[src/rtl/fdx_pkg.sv]
`default_nettype none
package fdx_pkg;
    // register indices; byte address is four times the index
    localparam logic [9:0] IDX_FORCE_CHG = 10'h01E;
    localparam logic [9:0] IDX_RATE_SHADOW = 10'h01F;
    localparam logic [9:0] IDX_FIFO_SHADOW = 10'h020;
    localparam logic [9:0] IDX_EDGE_SEL = 10'h021;
    localparam logic [9:0] IDX_EVT_STATUS = 10'h030;
    localparam logic [9:0] IDX_EVT_MASK = 10'h031;

    localparam logic [1:0] FORCE_RST = 2'h3;
    localparam logic [7:0] RATE_RST = 8'h02;
    localparam logic [7:0] FIFO_RST = 8'h00;
    localparam logic [3:0] EDGE_RST = 4'h0;
    localparam logic [3:0] EVT_STATUS_RST = 4'h0;
    localparam logic [3:0] EVT_MASK_RST = 4'h0;

    // implemented bits of each shadow; the rest read as zero
    localparam logic [7:0] RATE_MASK = 8'hDF;
    localparam logic [7:0] FIFO_MASK = 8'hCF;

    localparam int FORCE_DS0_BIT = 0;
    localparam int FORCE_DS1_BIT = 1;

    // event bits share positions with the edge-select bits
    localparam int EVT_SMI_P12 = 0;
    localparam int EVT_SMI_P16 = 1;
    localparam int EVT_PME_P12 = 2;
    localparam int EVT_PME_P16 = 3;
    localparam int EVT_COUNT = 4;

    localparam int PIN_COUNT = 6;
    localparam logic [5:0] PIN_IDLE = 6'h3F;
    localparam int PIN_STEP = 0;
    localparam int PIN_DS0 = 1;
    localparam int PIN_DS1 = 2;
    localparam int PIN_DSKCHG = 3;
    localparam int PIN_KBD2 = 4;
    localparam int PIN_KBD6 = 5;
endpackage
`default_nettype wire

[src/rtl/fdx_edge_if.sv]
`timescale 1ns/10ps
`default_nettype none
interface fdx_edge_if;
    logic [1:0] pin_level;
    logic [3:0] edge_mode;
    logic [3:0] evt;
    modport top (output pin_level, output edge_mode, input evt);
    modport det (input pin_level, input edge_mode, output evt);
endinterface
`default_nettype wire

[src/rtl/fdx_edge.sv]
`timescale 1ns/10ps
`default_nettype none
module fdx_edge (
    input wire logic pclk,
    input wire logic presetn,
    fdx_edge_if.det eif
);
    logic [1:0] prev_reg;

    // idle-high reset keeps the first sample from faking a falling edge
    always_ff @(posedge pclk or negedge presetn) begin
        if (!presetn) begin
            prev_reg <= 2'h3;
        end else begin
            prev_reg <= eif.pin_level;
        end
    end

    // even events watch the bit-2 pin, odd ones the bit-6 pin
    for (genvar i = 0; i < fdx_pkg::EVT_COUNT; i++) begin : g_evt
        assign eif.evt[i] = (prev_reg[i % 2] & ~eif.pin_level[i % 2])
            | (eif.edge_mode[i] & ~prev_reg[i % 2] & eif.pin_level[i % 2]);
    end
endmodule
`default_nettype wire

[src/rtl/fdx_regs.sv]
// Notes on behaviour
// software writing 1 sets a disk-change override bit; writing 0 never clears it
// drive-1 override clears while step and drive-select-1 are both asserted
// drive-0 override clears while step and drive-select-0 are both asserted
// disk-changed status = selected drive with override, or the drive's own input
// bits 7:2 of the override register always read zero
// rate shadow: rate 1:0, write_field_a 4:2, power-down 6, soft reset 7
// fifo shadow: enable 0, rx reset 1, tx reset 2, dma 3, trigger 7:6
// pin 1.2 smi status: falling edge only, or both edges when selected
// pin 1.6 smi status: falling edge only, or both edges when selected
// pin 1.2 wake status: falling edge only, or both edges when selected
// pin 1.6 wake status: falling edge only, or both edges when selected
// shadows capture last control write; bus writes to shadows are ignored
//
// Design decision made here: the APB interface to the registers.
`timescale 1ns/10ps
`default_nettype none
module fdx_regs (
    input wire logic pclk,
    input wire logic presetn,
    input wire logic psel,
    input wire logic penable,
    input wire logic pwrite,
    input wire logic [11:0] paddr,
    input wire logic [31:0] pwdata,
    output logic [31:0] prdata,
    output logic pready,
    output logic pslverr,
    input wire logic step_pulse_n,
    input wire logic drive_select0_n,
    input wire logic drive_select1_n,
    input wire logic disk_changed_in_n,
    input wire logic kbd_port1_bit2,
    input wire logic kbd_port1_bit6,
    input wire logic rate_wr_strobe,
    input wire logic [7:0] rate_wr_data,
    input wire logic fifo_ctl_wr_strobe,
    input wire logic [7:0] fifo_ctl_wr_data,
    output logic disk_changed_status,
    output logic event_irq
);
    localparam int PIN_W = fdx_pkg::PIN_COUNT;
    logic [PIN_W-1:0] pin_raw;
    logic [PIN_W-1:0] pin_s;
    logic [1:0] force_reg;
    logic [1:0] force_next;
    logic [1:0] force_clr;
    logic [1:0] force_set;
    logic [7:0] rate_shadow_reg;
    logic [7:0] fifo_shadow_reg;
    logic [3:0] edge_sel_reg;
    logic [3:0] evt_status_reg;
    logic [3:0] evt_status_next;
    logic [3:0] evt_mask_reg;
    logic [31:0] rd_next;
    logic hit_any;
    logic wr_en;
    logic setup_phase;
    logic [9:0] acc_idx;

    fdx_edge_if eif ();

    // decode of a word-aligned register index
    function automatic logic reg_hit(input logic [11:0] addr, input logic [9:0] idx);
        reg_hit = (addr[1:0] == 2'h0) && (addr[11:2] == idx);
    endfunction

    assign pin_raw[fdx_pkg::PIN_STEP] = step_pulse_n;
    assign pin_raw[fdx_pkg::PIN_DS0] = drive_select0_n;
    assign pin_raw[fdx_pkg::PIN_DS1] = drive_select1_n;
    assign pin_raw[fdx_pkg::PIN_DSKCHG] = disk_changed_in_n;
    assign pin_raw[fdx_pkg::PIN_KBD2] = kbd_port1_bit2;
    assign pin_raw[fdx_pkg::PIN_KBD6] = kbd_port1_bit6;

    fdx_sync #(
        .W(PIN_W),
        .INIT(fdx_pkg::PIN_IDLE)
    ) u_sync (
        .pclk(pclk),
        .presetn(presetn),
        .d(pin_raw),
        .q(pin_s)
    );

    assign eif.pin_level = {pin_s[fdx_pkg::PIN_KBD6], pin_s[fdx_pkg::PIN_KBD2]};
    assign eif.edge_mode = edge_sel_reg;

    fdx_edge u_edge (
        .pclk(pclk),
        .presetn(presetn),
        .eif(eif)
    );

    // zero-wait slave: pready rises in the access cycle
    assign setup_phase = psel && !penable;
    assign wr_en = psel && penable && pwrite && pready;
    assign acc_idx = paddr[11:2];

    always_comb begin
        hit_any = reg_hit(paddr, fdx_pkg::IDX_FORCE_CHG)
            || reg_hit(paddr, fdx_pkg::IDX_RATE_SHADOW)
            || reg_hit(paddr, fdx_pkg::IDX_FIFO_SHADOW)
            || reg_hit(paddr, fdx_pkg::IDX_EDGE_SEL)
            || reg_hit(paddr, fdx_pkg::IDX_EVT_STATUS)
            || reg_hit(paddr, fdx_pkg::IDX_EVT_MASK);
    end

    always_comb begin
        rd_next = 32'h0000_0000;
        if (reg_hit(paddr, fdx_pkg::IDX_FORCE_CHG)) begin
            rd_next = {30'h0000_0000, force_reg};
        end else if (reg_hit(paddr, fdx_pkg::IDX_RATE_SHADOW)) begin
            rd_next = {24'h00_0000, rate_shadow_reg};
        end else if (reg_hit(paddr, fdx_pkg::IDX_FIFO_SHADOW)) begin
            rd_next = {24'h00_0000, fifo_shadow_reg};
        end else if (reg_hit(paddr, fdx_pkg::IDX_EDGE_SEL)) begin
            rd_next = {28'h000_0000, edge_sel_reg};
        end else if (reg_hit(paddr, fdx_pkg::IDX_EVT_STATUS)) begin
            rd_next = {28'h000_0000, evt_status_reg};
        end else if (reg_hit(paddr, fdx_pkg::IDX_EVT_MASK)) begin
            rd_next = {28'h000_0000, evt_mask_reg};
        end
    end

    // read data is latched at setup; a status change during the access shows next read
    always_ff @(posedge pclk or negedge presetn) begin
        if (!presetn) begin
            pready <= 1'b0;
            pslverr <= 1'b0;
            prdata <= 32'h0000_0000;
        end else begin
            pready <= setup_phase;
            pslverr <= setup_phase && !hit_any;
            if (setup_phase && !pwrite) begin
                prdata <= rd_next;
            end
        end
    end

    // hardware clear and software set; a set in the same cycle wins
    always_comb begin
        force_clr[fdx_pkg::FORCE_DS0_BIT] = !pin_s[fdx_pkg::PIN_STEP]
            && !pin_s[fdx_pkg::PIN_DS0];
        force_clr[fdx_pkg::FORCE_DS1_BIT] = !pin_s[fdx_pkg::PIN_STEP]
            && !pin_s[fdx_pkg::PIN_DS1];
        force_set = 2'h0;
        if (wr_en && reg_hit(paddr, fdx_pkg::IDX_FORCE_CHG)) begin
            force_set = pwdata[1:0];
        end
        force_next = (force_reg & ~force_clr) | force_set;
    end

    always_ff @(posedge pclk or negedge presetn) begin
        if (!presetn) begin
            force_reg <= fdx_pkg::FORCE_RST;
        end else begin
            force_reg <= force_next;
        end
    end

    always_ff @(posedge pclk or negedge presetn) begin
        if (!presetn) begin
            disk_changed_status <= 1'b0;
        end else begin
            disk_changed_status <= (!pin_s[fdx_pkg::PIN_DS0] && force_reg[0])
                || (!pin_s[fdx_pkg::PIN_DS1] && force_reg[1])
                || !pin_s[fdx_pkg::PIN_DSKCHG];
        end
    end

    // shadows follow only the controllers' own write strobes
    always_ff @(posedge pclk or negedge presetn) begin
        if (!presetn) begin
            rate_shadow_reg <= fdx_pkg::RATE_RST;
        end else if (rate_wr_strobe) begin
            rate_shadow_reg <= rate_wr_data & fdx_pkg::RATE_MASK;
        end
    end

    always_ff @(posedge pclk or negedge presetn) begin
        if (!presetn) begin
            fifo_shadow_reg <= fdx_pkg::FIFO_RST;
        end else if (fifo_ctl_wr_strobe) begin
            fifo_shadow_reg <= fifo_ctl_wr_data & fdx_pkg::FIFO_MASK;
        end
    end

    always_ff @(posedge pclk or negedge presetn) begin
        if (!presetn) begin
            edge_sel_reg <= fdx_pkg::EDGE_RST;
        end else if (wr_en && reg_hit(paddr, fdx_pkg::IDX_EDGE_SEL)) begin
            edge_sel_reg <= pwdata[3:0];
        end
    end

    always_ff @(posedge pclk or negedge presetn) begin
        if (!presetn) begin
            evt_mask_reg <= fdx_pkg::EVT_MASK_RST;
        end else if (wr_en && reg_hit(paddr, fdx_pkg::IDX_EVT_MASK)) begin
            evt_mask_reg <= pwdata[3:0];
        end
    end

    // write-one-to-clear; a fresh edge outranks the clear
    always_comb begin
        evt_status_next = evt_status_reg;
        if (wr_en && reg_hit(paddr, fdx_pkg::IDX_EVT_STATUS)) begin
            evt_status_next = evt_status_reg & ~pwdata[3:0];
        end
        evt_status_next = evt_status_next | eif.evt;
    end

    always_ff @(posedge pclk or negedge presetn) begin
        if (!presetn) begin
            evt_status_reg <= fdx_pkg::EVT_STATUS_RST;
        end else begin
            evt_status_reg <= evt_status_next;
        end
    end

    always_ff @(posedge pclk or negedge presetn) begin
        if (!presetn) begin
            event_irq <= 1'b0;
        end else begin
            event_irq <= |(evt_status_next & evt_mask_reg);
        end
    end
endmodule
`default_nettype wire

[src/rtl/fdx_sync.sv]
`timescale 1ns/10ps
`default_nettype none
module fdx_sync #(
    parameter int W = 6,
    parameter logic [W-1:0] INIT = '1
) (
    input wire logic pclk,
    input wire logic presetn,
    input wire logic [W-1:0] d,
    output logic [W-1:0] q
);
    logic [W-1:0] meta_reg;

    always_ff @(posedge pclk or negedge presetn) begin
        if (!presetn) begin
            meta_reg <= INIT;
            q <= INIT;
        end else begin
            meta_reg <= d;
            q <= meta_reg;
        end
    end
endmodule
`default_nettype wire

[config.mk]
export PLATFORM = sky130hd
export DESIGN_NAME = fdx_regs
export DESIGN_NICKNAME = d
export VERILOG_FILES = /design/src/rtl/fdx_pkg.sv /design/src/rtl/fdx_edge_if.sv /design/src/rtl/fdx_edge.sv /design/src/rtl/fdx_regs.sv /design/src/rtl/fdx_sync.sv
export SDC_FILE = /design/constraint.sdc
export NUM_CORES = 1
export LEC_CHECK = 0
export BUFFER_PORTS_ARGS = -buffer_cell sky130_fd_sc_hd__buf_2
export CORE_ASPECT_RATIO = 0.8
export CORE_UTILIZATION = 35
export DETAILED_ROUTE_END_ITERATION = 8
export PLACE_DENSITY = 0.72
export SLEW_MARGIN = 10
export SYNTH_ARGS = -nofsm -noshare
export SYNTH_HDL_FRONTEND = slang
export SYNTH_SLANG_ARGS = --single-unit
export TNS_END_PERCENT = 10
[constraint.sdc]
create_clock -name pclk -period 1.35 [get_ports pclk]
set_input_delay 0.135 -clock pclk [delete_from_list [all_inputs] [get_ports pclk]]
set_output_delay 0.135 -clock pclk [all_outputs]
set_load 0.005 [all_outputs]
==> results.py <==
metrics = {
    "drt": {
        "antenna_left": 0,
        "post-route-drc-count": 0,
        "drt_iter0_drc": 150,
        "vias": 1948,
        "wl_per_cell_um": 15.5,
        "drt-total-wl_um": 6100,
        "vias_per_cell": 4.94,
        "dr.pass1.iters": 4,
    },
    "run": {
        "maxCapViolCount": 0,
    },
    "pwr": {
        "power_density_nw_per_um2": 906,
        "peakVddDrop_uv": 455,
        "power_mw": 2.97,
        "leakagePower_nw": 1.50,
    },
    "synthesis": {
        "ys_seq_area_share_pct": 51.8,
        "synth_area_um2": 2550,
        "postSynthAreaPerCell_um2": 11.6,
        "synth_top_cell_by_area": "dfrtp_1",
        "ys_seq_elements": 52,
        "synth_area_leaders": "dfrtp_1 (34%), dfstp_2 (17%), mux2_2 (9.3%)",
        "ys.warnings.count": 0,
        "ys_types": 46,
        "synthCells": 221,
        "synth_top_cell_area_share_pct": 34.3,
    },
    "grt": {
        "grt_antenna_before_repair": 0,
        "grt_usage_pct": 15.7,
        "grt_max_degree": 53,
        "grt_pass1_wl_um": 9180,
        "grt-ovfl-total": 0,
        "grt_pass1_vias": 1840,
    },
    "floorplanning": {
        "die_w_um": 97.5,
        "dieHeight_um": 78.4,
        "die_area_um2": 7640,
        "start_util_pct": 36.7,
        "ios": 109,
        "rows": 27,
        "core_um2": 6960,
    },
    "timing": {
        "clock.fmax_mhz": 711,
        "setup_slack_ns": -0.0563,
        "worst_slew_pin_slew_ns": 0.626,
        "slew-limit-headroom_pct": 57.7,
        "min_period_ns": 1.41,
        "finalCritPeriodShare_pct": 104,
        "setup_viol": 12,
        "rsz0062_at_grt": "yes",
        "fin_skew_ns": 0.00621,
        "setup_tns_ns": -0.331,
        "slew_violations": 0,
        "final-hold-violation-count": 0,
    },
    "clock_network": {
        "clk_pin_slew_ns": 0.09,
        "cts.htree.levels": 2,
        "cts_buffer_depth": 2,
        "cts.sinks": 52,
        "cts_tree": "done",
        "cts-root-buf": "clkbuf_8",
        "clock_latency_ns": 0.31,
        "cts-buffers-inserted": 5,
    },
    "layout": {
        "layout-drive-gt1-share_pct": 48.5,
        "fin_nets": 379,
        "antenna_cells": 0,
        "syn_to_final_growth_pct": 28.2,
        "fillCellCount": 649,
    },
    "worst_setup_path": {
        "path_class": "reg -> reg",
        "cp-start-kind": "flip-flop",
        "cp.arrival_ns": 1.60,
        "critPathMaxFanout": 4,
        "end_kind": "flip-flop",
        "required_ns": 1.55,
    },
    "placed_design": {
        "dp_slack_ns": -0.409,
        "finalWeightedCongestion": 0.881,
        "dp_hpwl_um": 4400,
        "io_buffers": 52,
    },
    "status": {
        "status": "complete, but fails checks",
        "violations": "setup timing",
    },
    "min_path": {
        "hp-class": "in -> reg",
    },
}
-- cell usage after synthesis, drive strengths merged --
cell type	n
nor2b	4
and4b	1
or3b	1
nand3b	5
a31o	2
conb	1
nand2	20
a32oi	2
nand2b	4
nand4	4
a22oi	1
or4	1
nand4b	2
mux4	1
o211ai	1
dfrtp	35
a21o	4
and3	1
inv	2
dfstp	17
or4b	1
and4	1
a2bb2oi	1
a21oi	3
o22a	1
o31ai	2
nor4b	2
buf	28
mux2i	3
o221ai	6
mux2	21
nor3b	3
o31a	1
clkbuf	7
o2111ai	2
nor2	9
or2	2
nor4	3
nor3	3
o21ai	2
nand3	11
-- critical path, stage by stage, from the launching register on --
cell,delay (ns)
dfrtp_1,0.36
nand4_1,0.12
buf_6,0.17
nor3_2,0.10
and3_4,0.24
mux2_4,0.30
-- through the flow --
| step | instance area (um2) | cells | utilization (%) | hold WS (ns) |
|---|---|---|---|---|
| final | 3270 | 394 | 47.1 | 0.0486 |
| after global routing | 3270 | 394 | 47.1 | 0.0385 |
| after CTS | 3230 | 393 | 46.4 | 0.0451 |
| after detailed placement | 3020 | 377 | 43.4 | 0.148 |
| after global placement | 3020 | 377 | 43.4 | 0.143 |
| after floorplan | 2670 | 245 | - | -0.161 |
-- timing repair --
item                       CTS  global route
buffers inserted             1             1
gates resized for setup     10             8
pin swaps                   16             3
hold buffers                 7             0
hold endpoints to repair    41             0
setup endpoints to repair   14            16
-- routing by layer --
metal  vias up  GRT usage (%)  wire length (um)
met1       946           22.2              2780
met2        76           23.8              2870
li1        919              -                 -
met4         0           4.41                59
met3         7           3.92               392
met5         -              0                 0
-- power by group --
| part | internal (mW) | switching, mW |
|---|---|---|
| sequential | 1.65 | 0.0389 |
| clock | 0.410 | 0.501 |
| combinational | 0.183 | 0.186 |
-- cells in the final DEF, fill, tap and decap left out, types with 8 or more instances in the layout --
master,netlist,routed
buf_2,1,52
dfrtp_1,35,35
buf_4,25,26
conb_1,1,25
nand2_1,20,20
dfstp_2,17,17
mux2_2,21,13
nand3_1,11,11
nor2_1,9,8
mux2_4,0,8
-- logic make-up (layout without fill, tap and decap cells) --
| kind of cell | after synthesis | count (layout) | synth area share [%] |
|---|---|---|---|
| simple gates | 78 | 78 | 18.8 |
| flops | 52 | 52 | 51.8 |
| buf+inv | 37 | 99 | 9.46 |
| compound gates | 28 | 28 | 8.48 |
| mux | 25 | 25 | 11.3 |
| other cells | 1 | 25 | 0.147 |
-- worst paths after layout --
check,from,slack (ns),end,cells past startpoint
max,pready$_DFF_PN0_,-0.06,edge_sel_reg[1]$_DFFE_PN0P_,5
min,rate_wr_data[6],0.05,rate_shadow_reg[6]$_DFFE_PN0P_,2
max reg2reg,pready$_DFF_PN0_,-0.06,edge_sel_reg[1]$_DFFE_PN0P_,5
max in group asynchronous,presetn,0.72,force_reg[1]$_DFF_PN1_,3
min in group asynchronous,presetn,0.34,fifo_shadow_reg[6]$_DFFE_PN0P_,3
min reg2reg,u_sync.meta_reg[5]$_DFF_PN1_,0.36,u_sync.q[5]$_DFF_PN1_,0
-- layout make-up --
class / instances / area, um2 / share of cell area, %
inverter: 2 / 7.51 / 0.229
clock inverter: 2 / 10.0 / 0.306
multi-input combinational: 156 / 1160 / 35.5
tap: 87 / 109 / 3.32
sequential: 52 / 1320 / 40.4
clock buffer: 6 / 82.6 / 2.52
timing repair buffer: 89 / 579 / 17.7
Note: power is estimated with default switching activity, not from simulation.
